**config.mk**
```make
export PLATFORM = sky130hd
export DESIGN_NAME = iof_frame_builder
export DESIGN_NICKNAME = d
export VERILOG_FILES = /design/src/rtl/iof_pkg.sv /design/src/rtl/iof_cksum.sv /design/src/rtl/iof_frame_builder.sv /design/src/rtl/iof_len.sv
export SDC_FILE = /design/constraint.sdc
export NUM_CORES = 1
export LEC_CHECK = 0
export ABC_CLOCK_PERIOD_IN_PS = 6500
export BUFFER_PORTS_ARGS = -buffer_cell sky130_fd_sc_hd__buf_2
export CELL_PAD_IN_SITES_DETAIL_PLACEMENT = 0
export CELL_PAD_IN_SITES_GLOBAL_PLACEMENT = 2
export CORE_MARGIN = 2
export CORE_UTILIZATION = 33
export CTS_CLUSTER_DIAMETER = 60
export DETAILED_ROUTE_END_ITERATION = 12
export GPL_ROUTABILITY_DRIVEN = 1
export PLACE_DENSITY_LB_ADDON = 0.1
export SETUP_SLACK_MARGIN = 0.02
export SLEW_MARGIN = 20
export SYNTH_ARGS = -nofsm -noshare
export SYNTH_HDL_FRONTEND = slang
export SYNTH_SLANG_ARGS = --single-unit
```
**constraint.sdc**
```tcl
create_clock -name CLOCK -period 6.5 [get_ports CLOCK]
set_input_delay 0.65 -clock CLOCK [delete_from_list [all_inputs] [get_ports CLOCK]]
set_output_delay 0.65 -clock CLOCK [all_outputs]
set_load 0.1 [all_outputs]
```
**src/rtl/iof_pkg.sv**
```systemverilog
/*
 * Constants of the frame builder: framing, mask layout,
 * register map and state codes.
 * Assumes one clock domain.
 */
//
// Summary of operation
// - long-address sample goes out as type 0x82
// - short-address sample goes out as type 0x83
// - sender address after type, MSB first
// - signal-strength byte follows address, unsigned magnitude
// - flag byte: bit1 address, bit2 PAN broadcast
// - sample-set count byte follows flags
// - two-byte channel mask, MSB first
// - mask layout: 3 reserved, 4 analog, 9 digital
// - digital word sent when any line enabled
// - no digital line enabled, digital bytes omitted
// - one two-byte field per enabled analog channel
// - analog value 10 bits, upper six zero
// - analog fields in ascending channel order
package iof_pkg;

    // ----------------------------------------------------------------
    // framing
    // ----------------------------------------------------------------
    localparam logic [7:0] DELIM = 8'h7e;
    localparam logic [7:0] TYPE_LONG = 8'h82;
    localparam logic [7:0] TYPE_SHORT = 8'h83;
    localparam logic [7:0] CKSUM_BASE = 8'hff;
    localparam logic [15:0] LEN_FIXED = 16'h0006;  // type, strength, flags, count, mask
    localparam logic [15:0] ADDR_LONG_BYTES = 16'h0008;
    localparam logic [15:0] ADDR_SHORT_BYTES = 16'h0002;
    localparam logic [2:0] ADDR_LONG_TOP = 3'h7;
    localparam logic [2:0] ADDR_SHORT_TOP = 3'h1;

    // ----------------------------------------------------------------
    // channel mask and sample word layout
    // ----------------------------------------------------------------
    localparam int DIG_LSB = 0;
    localparam int DIG_W = 9;
    localparam int ANA_LSB = 9;
    localparam int ANA_W = 4;
    localparam int ANA_BITS = 10;
    localparam int FLAG_ADDR_BCAST_BIT = 1;
    localparam int FLAG_PAN_BCAST_BIT = 2;

    // ----------------------------------------------------------------
    // register map
    // ----------------------------------------------------------------
    localparam logic [7:0] REG_CTRL = 8'h00;
    localparam logic [7:0] REG_STATUS = 8'h04;
    localparam logic [7:0] REG_FRAMES = 8'h08;
    localparam logic [7:0] REG_DROPS = 8'h0c;
    localparam int CTRL_EN_BIT = 0;
    localparam int STATUS_BUSY_BIT = 0;
    localparam int STATUS_LONG_BIT = 1;
    localparam logic CTRL_EN_RESET = 1'b1;

    // ----------------------------------------------------------------
    // builder states, one-hot
    // ----------------------------------------------------------------
    typedef enum logic [15:0] {
        ST_IDLE = 16'h0001,
        ST_DELIM = 16'h0002,
        ST_LEN_HI = 16'h0004,
        ST_LEN_LO = 16'h0008,
        ST_TYPE = 16'h0010,
        ST_ADDR = 16'h0020,
        ST_RSSI = 16'h0040,
        ST_FLAGS = 16'h0080,
        ST_COUNT = 16'h0100,
        ST_MASK_HI = 16'h0200,
        ST_MASK_LO = 16'h0400,
        ST_DIG_HI = 16'h0800,
        ST_DIG_LO = 16'h1000,
        ST_ANA_HI = 16'h2000,
        ST_ANA_LO = 16'h4000,
        ST_CKSUM = 16'h8000
    } iof_state_t;

endpackage

```
**src/rtl/iof_cksum.sv**
```systemverilog
/*
 * Running frame checksum.
 * Assumes the caller clears it at each frame start.
 */
`timescale 1ns/10ps
module iof_cksum (
    input wire logic clk,           // system clock
    input wire logic rst_b,         // synchronous reset, active low
    input wire logic clear,         // start a new frame
    input wire logic add,           // add data_in this cycle
    input wire logic [7:0] data_in, // frame data byte
    output logic [7:0] cksum        // byte to send last
);

    typedef struct packed {
        logic [7:0] sum;
    } iof_cksum_state_t;

    iof_cksum_state_t q, d;

    // ------------------------------------------------------------
    // accumulate, carries dropped
    // ------------------------------------------------------------
    always_comb begin
        d = q;
        if (clear) begin
            d.sum = 8'h00;
        end else if (add) begin
            d.sum = q.sum + data_in;
        end
    end

    always_ff @(posedge clk) begin
        if (!rst_b) begin
            q <= '0;
        end else begin
            q <= d;
        end
    end

    // data sum plus this byte reads all ones
    assign cksum = iof_pkg::CKSUM_BASE - q.sum;

endmodule

```
**src/rtl/iof_frame_builder.sv**
```systemverilog
/*
 * I/O sample frame builder: one sample set in,
 * one framed byte stream out to the UART side.
 * Assumes the UART side takes a byte
 * on TX_VALID and TX_READY high at an edge,
 * samples arrive by valid/ready,
 * and register reads answer one cycle later.
 */
`timescale 1ns/10ps
module iof_frame_builder #(
    parameter int NUM_ANA = 4   // analog channels carried
) (
    input wire logic CLOCK,                          // 200 MHz system clock
    input wire logic RST_B,                          // synchronous reset, active low
    input wire logic SAMPLE_VALID,                   // sample set offered
    output logic SAMPLE_READY,                       // builder can take a sample set
    input wire logic SAMPLE_LONG,                    // sender uses 64-bit address
    input wire logic [63:0] SAMPLE_ADDR,             // sender address, short one in low 16 bits
    input wire logic [7:0] SAMPLE_RSSI,              // received power magnitude, -dBm
    input wire logic SAMPLE_ADDR_BCAST,              // packet was address broadcast
    input wire logic SAMPLE_PAN_BCAST,               // packet was PAN broadcast
    input wire logic [7:0] SAMPLE_COUNT,             // number of sample sets
    input wire logic [15:0] SAMPLE_MASK,             // channel enable mask
    input wire logic [15:0] SAMPLE_DIGITAL,          // digital line samples
    input wire logic [NUM_ANA*10-1:0] SAMPLE_ANALOG, // analog samples, channel 0 lowest
    output logic [7:0] TX_DATA,                      // frame byte to UART
    output logic TX_VALID,                           // TX_DATA holds a byte
    input wire logic TX_READY,                       // UART takes the byte
    input wire logic [7:0] REG_ADDR,                 // register byte address
    input wire logic [31:0] REG_WDATA,               // register write data
    input wire logic REG_WR,                         // write strobe
    input wire logic REG_RD,                         // read strobe
    output logic [31:0] REG_RDATA                    // read data, cycle after REG_RD
);

    typedef struct packed {
        iof_pkg::iof_state_t st;
        logic [7:0] tx_byte;
        logic tx_valid;
        logic ready;
        logic enable;
        logic is_long;
        logic [63:0] addr;
        logic [7:0] rssi;
        logic [7:0] flags;
        logic [7:0] count;
        logic [15:0] mask;
        logic [15:0] dig;
        logic [NUM_ANA*10-1:0] ana;
        logic [2:0] addr_idx;
        logic [1:0] ana_ch;
        logic [15:0] frames;
        logic [15:0] drops;
        logic [31:0] rdata;
    } iof_top_state_t;

    iof_top_state_t q, d;

    logic [15:0] frame_len;
    logic [7:0] cksum;
    logic cks_clear;
    logic cks_add;
    logic advance;
    logic accept;
    logic [NUM_ANA-1:0] ana_en;
    logic dig_any;
    iof_pkg::iof_state_t nxt;
    logic [2:0] nxt_addr_idx;
    logic [1:0] nxt_ch;
    logic nxt_found;
    logic [1:0] first_ch;
    logic first_found;
    logic [7:0] nxt_byte;

    // ------------------------------------------------------------
    // helpers
    // ------------------------------------------------------------
    iof_len u_len (
        .is_long(q.is_long),
        .mask(q.mask),
        .length(frame_len)
    );

    iof_cksum u_cksum (
        .clk(CLOCK),
        .rst_b(RST_B),
        .clear(cks_clear),
        .add(cks_add),
        .data_in(nxt_byte),
        .cksum(cksum)
    );

    // lowest enabled analog channel from a start index
    function automatic logic [2:0] find_ch(input logic [NUM_ANA-1:0] en, input int from);
        logic [2:0] res;
        res = 3'b000;
        for (int i = NUM_ANA - 1; i >= 0; i--) begin
            if (en[i] && i >= from) begin
                res = {1'b1, 2'(i)};
            end
        end
        return res;
    endfunction

    assign ana_en = q.mask[iof_pkg::ANA_LSB +: NUM_ANA];
    assign dig_any = |q.mask[iof_pkg::DIG_LSB +: iof_pkg::DIG_W];
    assign advance = q.tx_valid && TX_READY;
    assign accept = SAMPLE_VALID && q.ready;
    assign {first_found, first_ch} = find_ch(ana_en, 0);
    assign {nxt_found, nxt_ch} = find_ch(ana_en, int'(q.ana_ch) + 1);

    // ------------------------------------------------------------
    // sequencing of fields, one byte per handshake
    // ------------------------------------------------------------
    always_comb begin
        nxt = q.st;
        nxt_addr_idx = q.addr_idx;
        case (q.st)
            iof_pkg::ST_DELIM: begin
                nxt = iof_pkg::ST_LEN_HI;
            end
            iof_pkg::ST_LEN_HI: begin
                nxt = iof_pkg::ST_LEN_LO;
            end
            iof_pkg::ST_LEN_LO: begin
                nxt = iof_pkg::ST_TYPE;
            end
            iof_pkg::ST_TYPE: begin
                nxt = iof_pkg::ST_ADDR;
                nxt_addr_idx = q.is_long ? iof_pkg::ADDR_LONG_TOP : iof_pkg::ADDR_SHORT_TOP;
            end
            iof_pkg::ST_ADDR: begin
                // address walks from the most significant byte down
                if (q.addr_idx == 3'h0) begin
                    nxt = iof_pkg::ST_RSSI;
                end else begin
                    nxt_addr_idx = q.addr_idx - 3'h1;
                end
            end
            iof_pkg::ST_RSSI: begin
                nxt = iof_pkg::ST_FLAGS;
            end
            iof_pkg::ST_FLAGS: begin
                nxt = iof_pkg::ST_COUNT;
            end
            iof_pkg::ST_COUNT: begin
                nxt = iof_pkg::ST_MASK_HI;
            end
            iof_pkg::ST_MASK_HI: begin
                nxt = iof_pkg::ST_MASK_LO;
            end
            iof_pkg::ST_MASK_LO: begin
                if (dig_any) begin
                    nxt = iof_pkg::ST_DIG_HI;
                end else if (first_found) begin
                    nxt = iof_pkg::ST_ANA_HI;
                end else begin
                    nxt = iof_pkg::ST_CKSUM;
                end
            end
            iof_pkg::ST_DIG_HI: begin
                nxt = iof_pkg::ST_DIG_LO;
            end
            iof_pkg::ST_DIG_LO: begin
                nxt = first_found ? iof_pkg::ST_ANA_HI : iof_pkg::ST_CKSUM;
            end
            iof_pkg::ST_ANA_HI: begin
                nxt = iof_pkg::ST_ANA_LO;
            end
            iof_pkg::ST_ANA_LO: begin
                nxt = nxt_found ? iof_pkg::ST_ANA_HI : iof_pkg::ST_CKSUM;
            end
            iof_pkg::ST_CKSUM: begin
                nxt = iof_pkg::ST_IDLE;
            end
            default: begin
                nxt = iof_pkg::ST_IDLE;
            end
        endcase
    end

    // ------------------------------------------------------------
    // byte for the state being entered
    // ------------------------------------------------------------
    always_comb begin
        logic [1:0] ch;
        logic [15:0] ana_word;
        ch = (q.st == iof_pkg::ST_ANA_LO) ? nxt_ch : q.ana_ch;
        if (q.st == iof_pkg::ST_MASK_LO || q.st == iof_pkg::ST_DIG_LO) begin
            ch = first_ch;
        end
        // upper six bits of each analog field stay zero
        ana_word = {6'h00, q.ana[int'(ch) * iof_pkg::ANA_BITS +: iof_pkg::ANA_BITS]};
        nxt_byte = 8'h00;
        case (nxt)
            iof_pkg::ST_LEN_HI: begin
                nxt_byte = frame_len[15:8];
            end
            iof_pkg::ST_LEN_LO: begin
                nxt_byte = frame_len[7:0];
            end
            iof_pkg::ST_TYPE: begin
                nxt_byte = q.is_long ? iof_pkg::TYPE_LONG : iof_pkg::TYPE_SHORT;
            end
            iof_pkg::ST_ADDR: begin
                nxt_byte = q.addr[int'(nxt_addr_idx) * 8 +: 8];
            end
            iof_pkg::ST_RSSI: begin
                nxt_byte = q.rssi;
            end
            iof_pkg::ST_FLAGS: begin
                nxt_byte = q.flags;
            end
            iof_pkg::ST_COUNT: begin
                nxt_byte = q.count;
            end
            iof_pkg::ST_MASK_HI: begin
                nxt_byte = q.mask[15:8];
            end
            iof_pkg::ST_MASK_LO: begin
                nxt_byte = q.mask[7:0];
            end
            iof_pkg::ST_DIG_HI: begin
                nxt_byte = q.dig[15:8];
            end
            iof_pkg::ST_DIG_LO: begin
                nxt_byte = q.dig[7:0];
            end
            iof_pkg::ST_ANA_HI: begin
                nxt_byte = ana_word[15:8];
            end
            iof_pkg::ST_ANA_LO: begin
                nxt_byte = ana_word[7:0];
            end
            iof_pkg::ST_CKSUM: begin
                nxt_byte = cksum;
            end
            default: begin
                nxt_byte = 8'h00;
            end
        endcase
    end

    // checksum covers type through last analog byte only
    assign cks_clear = accept;
    assign cks_add = advance && (nxt != iof_pkg::ST_CKSUM) && (nxt != iof_pkg::ST_IDLE)
        && (nxt != iof_pkg::ST_LEN_HI) && (nxt != iof_pkg::ST_LEN_LO);

    // ------------------------------------------------------------
    // state update
    // ------------------------------------------------------------
    always_comb begin
        d = q;
        d.rdata = 32'h0000_0000;
        if (accept) begin
            // latch the set; inputs may change mid-frame
            d.is_long = SAMPLE_LONG;
            d.addr = SAMPLE_LONG ? SAMPLE_ADDR : {48'h0, SAMPLE_ADDR[15:0]};
            d.rssi = SAMPLE_RSSI;
            d.flags = 8'h00; // reserved bits zero
            d.flags[iof_pkg::FLAG_ADDR_BCAST_BIT] = SAMPLE_ADDR_BCAST;
            d.flags[iof_pkg::FLAG_PAN_BCAST_BIT] = SAMPLE_PAN_BCAST;
            d.count = SAMPLE_COUNT;
            d.mask = {3'b000, SAMPLE_MASK[12:0]};
            // lines not enabled read as zero
            d.dig = {3'b000, 4'h0, SAMPLE_DIGITAL[8:0] & SAMPLE_MASK[8:0]};
            d.ana = SAMPLE_ANALOG;
            if (q.enable) begin
                d.st = iof_pkg::ST_DELIM;
                d.tx_byte = iof_pkg::DELIM;
                d.tx_valid = 1'b1;
                d.ready = 1'b0;
            end else begin
                d.drops = q.drops + 16'h0001;
            end
        end else if (advance) begin
            // next byte once the last is taken
            d.st = nxt;
            d.addr_idx = nxt_addr_idx;
            d.tx_byte = nxt_byte;
            if (q.st == iof_pkg::ST_MASK_LO || q.st == iof_pkg::ST_DIG_LO) begin
                d.ana_ch = first_ch;
            end else if (q.st == iof_pkg::ST_ANA_LO) begin
                d.ana_ch = nxt_ch;
            end
            if (nxt == iof_pkg::ST_IDLE) begin
                d.tx_valid = 1'b0;
                d.ready = 1'b1;
                d.frames = q.frames + 16'h0001;
            end
        end
        // register writes; only the enable bit is writable
        if (REG_WR && REG_ADDR == iof_pkg::REG_CTRL) begin
            d.enable = REG_WDATA[iof_pkg::CTRL_EN_BIT];
        end
        if (REG_RD) begin
            case (REG_ADDR)
                iof_pkg::REG_CTRL: begin
                    d.rdata[iof_pkg::CTRL_EN_BIT] = q.enable;
                end
                iof_pkg::REG_STATUS: begin
                    d.rdata[iof_pkg::STATUS_BUSY_BIT] = !q.ready;
                    d.rdata[iof_pkg::STATUS_LONG_BIT] = q.is_long;
                end
                iof_pkg::REG_FRAMES: begin
                    d.rdata = {16'h0000, q.frames};
                end
                iof_pkg::REG_DROPS: begin
                    d.rdata = {16'h0000, q.drops};
                end
                default: begin
                    d.rdata = 32'h0000_0000;
                end
            endcase
        end
    end

    // ------------------------------------------------------------
    // registers
    // ------------------------------------------------------------
    always_ff @(posedge CLOCK) begin
        if (!RST_B) begin
            q <= '0;
            q.st <= iof_pkg::ST_IDLE;
            q.ready <= 1'b1;
            q.enable <= iof_pkg::CTRL_EN_RESET;
        end else begin
            q <= d;
        end
    end

    // outputs straight from flops
    assign SAMPLE_READY = q.ready;
    assign TX_DATA = q.tx_byte;
    assign TX_VALID = q.tx_valid;
    assign REG_RDATA = q.rdata;

endmodule

```
**src/rtl/iof_len.sv**
```systemverilog
/*
 * Frame data length from mask and address width.
 * Combinational; caller holds inputs for a frame.
 */
`timescale 1ns/10ps
module iof_len (
    input wire logic is_long,        // 64-bit sender address
    input wire logic [15:0] mask,    // channel enable mask
    output logic [15:0] length       // bytes from type to last analog byte
);

    logic [15:0] ana_bytes;

    // ------------------------------------------------------------
    // two bytes per enabled analog channel, two for digital if any
    // ------------------------------------------------------------
    always_comb begin
        ana_bytes = 16'h0000;
        for (int i = 0; i < iof_pkg::ANA_W; i++) begin
            if (mask[iof_pkg::ANA_LSB + i]) begin
                ana_bytes = ana_bytes + 16'h0002;
            end
        end
        length = iof_pkg::LEN_FIXED + ana_bytes
            + (is_long ? iof_pkg::ADDR_LONG_BYTES : iof_pkg::ADDR_SHORT_BYTES)
            + ((|mask[iof_pkg::DIG_LSB +: iof_pkg::DIG_W]) ? 16'h0002 : 16'h0000);
    end

endmodule

```
==> run_results.csv, run 1 <==
group,metric,value,unit
yosys,synth-edff-count,0,
clocking,clk_latency,520,ps
clocking,cts_sinks,233,
worst_setup_path,crit_family,"compound AO/OA/AOI/OAI gates",
placed_design,place.gp.congestion,0.859,
worst_setup_path,crit_fanout,26,
yosys,synth_top_area_share,38.8,%
sta,tightest_slew,1010,ps
sta,tns,0,ps
worst_setup_path,crit_path_top_delay_cell,"or4_1",
routing,drc,0,
clocking,cts_made_buffers,34,
worst_setup_path,startpoint_type,"register",
finish,fillers,3756,
clocking,cts_setup_buffers,0,
routing,first_pass_iters,5,
yosys,synthMuxAreaShare,4.29,%
sta,slew_headroom,32.7,%
yosys,synth_top_family_by_area,"simple AND/OR/NAND/NOR gates",
floorplan,io_pins,243,
placed_design,port-buffer-count,185,
yosys,async_flop_share,0,%
floorplan,die_area,0.0380,sq mm
pwr,power.leakage,0.00587,uW
clocking,post_cts_resized,0,
yosys,synth_most_common_cell,"nand2_1",
yosys,synth_cell_types,79,
sta,drv_slew,0,
finish,nNetsFinal,1768,
pwr,combPwrFrac,10.3,%
global_route,grt_max_degree,97,
sta,setup_viol,0,
global_route,grt_pass1_wl,58400,microns
worst_setup_path,cp-endpoint,"u_cksum.q[7]",
yosys,yosys.area.top_type,"dfxtp_1",
global_route,grt_pass1_vias,9922,
worst_setup_path,rr_endpoint,"u_cksum.q[7]",
worst_setup_path,critPathMaxStageDelay,700,ps
yosys,syn-cell-area,0.0120,sq mm
clocking,cts_tree,"done",
sta,finalHoldViolCount,0,
worst_setup_path,cp_data_arrival_time,5930,ps
routing,routed_wirelength,37800,microns
floorplan,initial_core_util,33.6,%
routing,route.met2.wl,16300,microns
worst_setup_path,critPathBufInv,0,
worst_setup_path,r2r_cells,17,
sta,period_share,84.4,%
sta,grt_setup_unrepaired,"no",
worst_setup_path,cp-end-kind,"register",
status,status,"completed",
floorplan,fp.dieH,195,microns
pwr,p_sw,1000,uW
pwr,p_int,2740,uW
worst_setup_path,ff2ff_setup_slack,1010,ps
floorplan,die_x,195,microns
yosys,yosys.area_share.simple,23.2,%
yosys,synth_seq_cells,233,
yosys,synth_xor_area_share,3.11,%
finish,n_antenna_cell,0,
floorplan,core.rowCount,69,
flow_run,drv_cap,0,
routing,dr_wl_met3,1800,microns
worst_setup_path,r2r_start,"q[253]",
routing,met1_length,18800,microns
sta,clock.fmax,0.182,GHz
routing,routed.top_layer,"met4",
sta,clock_skew,22.2,ps
yosys,ys.flop_type,"dfxtp_1",
pwr,netSwitchingFraction,26.9,%
pwr,cellPowerDensity,264,mW/mm^2
clocking,cts_buffer_depth,3,
worst_setup_path,required,6950,ps
clocking,clkTransAtPathRegs,60,ps
routing,drtAntennaViolNets,0,
clocking,cts_root_buffer,"clkbuf_16",
routing,drt_iter0_markers,536,
worst_setup_path,startpoint,"q[253]",
routing,avgRoutedWirePerCell,18.6,microns
finish,syn_to_final_growth,17.8,%
placed_design,dp_hpwl,27100,microns
finish,post-route-util,39.6,%
yosys,yosysWarnings,0,
global_route,track_usage,19.5,%
pwr,ir_worst_vdd,0.138,mV
finish,drive_above_1_share,18.5,%
floorplan,core_area,0.0357,sq mm
pwr,pwr-share-seq,41.0,%
worst_setup_path,path_depth,17,
yosys,synth_fa_ha_area_share,2.25,%
worst_setup_path,crit_type,"register to register",
yosys,synth_compound_area_share,21.7,%
yosys,seq_area_frac_synth,38.8,%
worst_setup_path,critPathMostFrequentCell,"a211oi_1",
yosys,synth.area.top_cells,"dfxtp_1 (39%), nand2_1 (8.6%), a21boi_0 (6.4%)",
yosys,synthTopCellsByCount,"nand2_1 (276), dfxtp_1 (233), a21boi_0 (102)",
clocking,cts-hold-fix-buffers,0,
global_route,antenna_found_initial,0,
yosys,syn_inst,1421,
global_route,gr-total-overflow,0,
sta,period_needed,5490,ps
min_path,hold_path_class,"primary input to register",
routing,vias_per_cell,5.10,
routing,vias,10344,
clocking,h-tree-depth,2,
yosys,postSynthAreaPerCell,8.46,sq um
pwr,p_clk_share,48.7,%
worst_setup_path,cp_cell_sequence,"or4_1 -> or4_4 -> o21ai_4 -> nand2_4 -> a211oi_1 -> a211oi_1 -> o21a_1 -> a2111o_1 -> ha_1 -> a21o_1 -> a21oi_1 -> o21bai_1 -> a2111o_1 -> a21oi_1 -> nor4b_1 -> a211oi_1 -> nand3_1",
[power by group through the flow]
stage          Sequential (uW)  Combinational [uW]  Clock, uW
5_1_grt                   1540                 424       1940
2_1_floorplan             1550                 285          0
3_5_place_dp              1560                 389          0
3_3_place_gp              1560                 388          0
4_1_cts                   1530                 391       1880
6_report                  1530                 386       1820
[cell usage in the layout (no fill, tap or decap), types with 7 or more instances in the layout]
cell	Yosys	routed
nor2_1	62	62
o211ai_1	10	10
buf_4	42	24
nand2_1	276	275
a21oi_1	29	29
a22o_1	49	49
nand3_1	36	36
a311oi_1	11	11
a22oi_1	25	25
nand2b_1	13	13
dfxtp_1	233	233
and2_1	38	36
a222oi_1	7	7
nand4_1	15	15
a211oi_1	23	23
mux2i_1	47	47
a21boi_0	102	102
a31oi_1	7	7
nor2b_1	27	27
xor2_1	14	14
nor4_1	21	20
nor3_1	17	17
and3_1	21	20
clkbuf_16	0	35
inv_1	21	21
conb_1	1	17
o21ai_0	25	25
buf_2	10	184
or4_1	9	9
xnor2_1	26	26
ha_1	20	20
o21ai_1	7	7
[layout make-up]
cell class / instances / area (sq um) / share of cell area, %
inverters: 21 / 78.8 / 0.557
clock buffers: 44 / 950 / 6.71
well taps: 461 / 577 / 4.08
multi-input cells: 1048 / 6630 / 46.8
flip-flops and latches: 233 / 4660 / 33.0
clock inverters: 15 / 155 / 1.10
repair buffers: 208 / 1100 / 7.78
[worst min path at each step]
stage | cells past startpoint | start | endpoint
after floorplan | 2 | TX_DATA[7] | TX_DATA[7]
after global placement | 2 | TX_DATA[7] | TX_DATA[7]
after detailed placement | 1 | q[199] | q[199]
after CTS | 2 | SAMPLE_ADDR[19] | q[184]
after global routing | 2 | SAMPLE_ADDR[19] | q[184]
final | 2 | SAMPLE_ADDR[19] | q[184]
[per-stage QoR]
stage / setup WS [ps] / cell area [sq um] / std cells / power (uW) / hold WS, ps
after CTS: 1040 / 14200 / 2030 / 3800 / 340
after global routing: 713 / 14200 / 2030 / 3900 / 341
after detailed placement: 1070 / 13000 / 1971 / 1950 / 449
final: 1010 / 14200 / 2030 / 3740 / 352
after global placement: 1110 / 13000 / 1971 / 1950 / 438
after floorplan: 1920 / 12100 / 1437 / 1830 / 431
[registers in the layout (all words and copies together) (netlist names)]
name,count
q,195
REG_RDATA,16
TX_DATA,8
u_cksum.q,8
ana_en,4
SAMPLE_READY,1
TX_VALID,1
[per-layer routing]
layer,vias up,GRT usage (%)
met4,0,5.51
met2,239,29.5
met3,51,3.38
li1,5260,-
met1,4794,28.3
met5,-,0
[cells by family (layout without fill, tap and decap cells)]
group,Yosys count,count (layout)
other,1,17
and+or+nand+nor,573,573
xor gates and xnor gates,41,41
DFF,233,233
buffers and inverters,156,288
AOI/OAI and AO/OA,345,345
muxes,51,51
adders and majority gates,21,21
(Power assumes the default switching activity.)
==> run 2: changes to the inputs <==
--- a/config.mk
+++ b/config.mk
@@ -5,12 +5,13 @@
 export SDC_FILE = /design/constraint.sdc
 export NUM_CORES = 1
 export LEC_CHECK = 0
-export ABC_CLOCK_PERIOD_IN_PS = 6500
+export ABC_AREA = 1
+export ABC_CLOCK_PERIOD_IN_PS = 5550
 export BUFFER_PORTS_ARGS = -buffer_cell sky130_fd_sc_hd__buf_2
 export CELL_PAD_IN_SITES_DETAIL_PLACEMENT = 0
 export CELL_PAD_IN_SITES_GLOBAL_PLACEMENT = 2
 export CORE_MARGIN = 2
-export CORE_UTILIZATION = 33
+export CORE_UTILIZATION = 30
 export CTS_CLUSTER_DIAMETER = 60
 export DETAILED_ROUTE_END_ITERATION = 12
 export GPL_ROUTABILITY_DRIVEN = 1
==> constraint.sdc (replaced) <==
create_clock -name CLOCK -period 5.55 [get_ports CLOCK]
set_input_delay 0.555 -clock CLOCK [delete_from_list [all_inputs] [get_ports CLOCK]]
set_output_delay 0.555 -clock CLOCK [all_outputs]
set_load 0.1 [all_outputs]
==> run_results.csv, run 2 <==
group,metric,value,unit
sta,clock.fmax,0.221,GHz
floorplan,initial_core_util,30.2,%
yosys,async_flop_share,0,%
sta,clock_skew,10.7,ps
pwr,pwr-share-seq,40.8,%
routing,vias,10802,
yosys,synth_cell_types,48,
min_path,min_to,"q[111]",
clocking,cts_tree,"done",
placed_design,place.gp.congestion,0.826,
routing,drt_iter0_markers,372,
sta,period_needed,4530,ps
finish,final_common_cell,"nand2_1",
finish,syn_to_final_growth,18.9,%
yosys,synth.area.top_cells,"dfxtp_1 (40%), nand2_1 (10%), o21ai_0 (7.2%)",
sta,setup_viol,0,
yosys,synth_top_area_share,40.2,%
clocking,cts_made_buffers,31,
routing,drc,0,
placed_design,port-buffer-count,185,
worst_setup_path,crit_fanout,4,
floorplan,io_pins,243,
worst_setup_path,rr_endpoint,"u_cksum.q[7]",
yosys,yosysWarnings,0,
worst_setup_path,crit_type,"register to register",
yosys,ys.flop_type,"dfxtp_1",
yosys,syn_inst,1667,
sta,drv_slew,0,
yosys,synth_most_common_cell,"nand2_1",
sta,hold_slack,241,ps
finish,nNetsFinal,2027,
finish,top_register,"q",
routing,drtAntennaViolNets,0,
clocking,cts_buffer_depth,3,
pwr,combPwrFrac,12.4,%
min_path,hold_depth,3,
global_route,grt_pass1_vias,10481,
finish,largest_reg_flops,195,
pwr,power.leakage,0.00611,uW
clocking,cts_root_buffer,"clkbuf_16",
worst_setup_path,required,6010,ps
sta,tns,0,ps
clocking,post_cts_resized,0,
finish,drive_above_1_share,16.8,%
sta,period_share,81.7,%
min_path,min-delay-start,"SAMPLE_DIGITAL[2]",
status,status,"completed",
placed_design,dp_slack,1040,ps
placed_design,dp_hpwl,27000,microns
clocking,h-tree-depth,1,
worst_setup_path,r2r_cells,25,
clocking,cts_sinks,233,
yosys,seq_area_frac_synth,40.2,%
finish,n_antenna_cell,0,
pwr,p_sw,1210,uW
global_route,antenna_found_initial,0,
floorplan,core.rowCount,72,
pwr,ir_worst_vdd,0.204,mV
yosys,syn-cell-area,0.0116,sq mm
worst_setup_path,r2r_start,"ana_en[0]",
yosys,synth-edff-count,0,
routing,routed_wirelength,37100,microns
yosys,synth_seq_cells,233,
global_route,grt_pass1_wl,58200,microns
finish,final_cells,2346,
sta,setup_ws,1020,ps
floorplan,die_area,0.0402,sq mm
pwr,netSwitchingFraction,27.3,%
sta,tightest_slew,913,ps
yosys,synthTopCellsByCount,"nand2_1 (319), dfxtp_1 (233), inv_1 (215)",
clocking,clk_latency,560,ps
floorplan,core_area,0.0384,sq mm
global_route,gr-total-overflow,0,
yosys,yosys.area.top_type,"dfxtp_1",
global_route,grt_max_degree,97,
routing,avgRoutedWirePerCell,15.8,microns
worst_setup_path,ff2ff_setup_slack,1020,ps
min_path,hold_path_class,"primary input to register",
yosys,postSynthAreaPerCell,6.96,sq um
routing,first_pass_iters,6,
worst_setup_path,cp_data_arrival_time,4990,ps
clocking,cts_setup_buffers,0,
pwr,p_int,3220,uW
clocking,cts-hold-fix-buffers,0,
worst_setup_path,cp-end-kind,"register",
sta,slew_headroom,39.2,%
pwr,cellPowerDensity,321,mW/mm^2
routing,vias_per_cell,4.60,
sta,finalHoldViolCount,0,
global_route,track_usage,18.1,%
floorplan,die_x,201,microns
clocking,clkTransAtPathRegs,60,ps
flow_run,drv_cap,0,
floorplan,fp.dieH,201,microns
placed_design,dp_cells,2290,
sta,grt_setup_unrepaired,"no",
worst_setup_path,startpoint_type,"register",
finish,layout_common_cells,"nand2_1 (318), dfxtp_1 (233), inv_1 (214)",
pwr,p_clk_share,46.8,%
==> run 2: changes by cell type in the layout (fill, tap and decap cells not counted), sizes merged, moves of 47 or more <==
cell,previous run,this run
o21ai,33,182
a22o,49,0
nor2,64,209
a21oi,29,105
nand2,277,336
a21boi,103,0
inv,27,226
mux2i,47,0
nand3,36,123
==> run 2: stage by stage <==
| stage | util, % | cell area, sq um | power (uW) |
|---|---|---|---|
| CTS | 35.9 | 13800 | 4510 |
| global route | 35.9 | 13800 | 4630 |
| finish | 35.9 | 13800 | 4430 |
| global placement | 33.1 | 12700 | 2400 |
| detailed placement | 33.1 | 12700 | 2400 |
| floorplan | - | 11700 | 2240 |
==> run 2: how the worst max path moves through the flow <==
stage                          from  cells after the start           end
after global routing          q[66]                     30  u_cksum.q[7]
after CTS                 ana_en[0]                     25  u_cksum.q[7]
after detailed placement  ana_en[0]                     25  u_cksum.q[7]
after floorplan           ana_en[0]                     25  u_cksum.q[7]
final                     ana_en[0]                     25  u_cksum.q[7]
after global placement    ana_en[0]                     25  u_cksum.q[7]
==> run 2: kinds of logic (layout without fill, tap and decap cells) <==
group	after synthesis	after routing	synth area share, %
xor+xnor	14	14	1.06
other cells	1	17	0.0323
flops	233	233	40.2
compound gates	345	345	15.8
simple gates	721	721	27.9
fa+ha+maj	21	21	2.33
buf+inv	332	477	12.6
==> run 2: layout make-up <==
| cell class | count | area, sq um |
|---|---|---|
| multi-input cells | 1118 | 5540 |
| clock buffers | 43 | 891 |
| well taps | 518 | 648 |
| flip-flops and latches | 233 | 4660 |
| repair buffers | 197 | 1020 |
| clock inverters | 13 | 176 |
| fillers | 4294 | 24600 |
| inverters | 224 | 846 |
==> run 2: power by group through the flow <==
stage          combinational (uW)  sequential (uW)  clock [uW]
2_1_floorplan                 399             1840           0
3_3_place_gp                  554             1840           0
3_5_place_dp                  558             1840           0
4_1_cts                       560             1810        2140
5_1_grt                       621             1820        2190
6_report                      550             1810        2070
==> run 2: critical path, cell delays in order (launching register included) <==
cell	delay, ps
dfxtp_1	410
inv_1	140
ha_1	330
xor2_1	250
ha_1	200
nand2_1	60
xor2_1	170
ha_1	270
ha_1	340
nand2_1	80
inv_1	50
a221oi_1	230
a21oi_1	150
a221oi_1	260
nand4_1	120
nor2_1	260
inv_1	80
ha_1	320
nand2_1	80
nand2_1	50
a21oi_1	210
nand4_1	150
nand3_1	100
nand2_1	50
inv_1	50
nor2_1	30
==> run 2: layer usage <==
metal / global-route usage (%) / vias to the layer above / part of all wire, %
met2: 32.2 / 169 / 49
li1: - / 5636 / -
met3: 2.14 / 36 / 3.6
met5: 0 / - / 0
met4: 3.92 / 0 / 1.5
met1: 23.6 / 4961 / 46
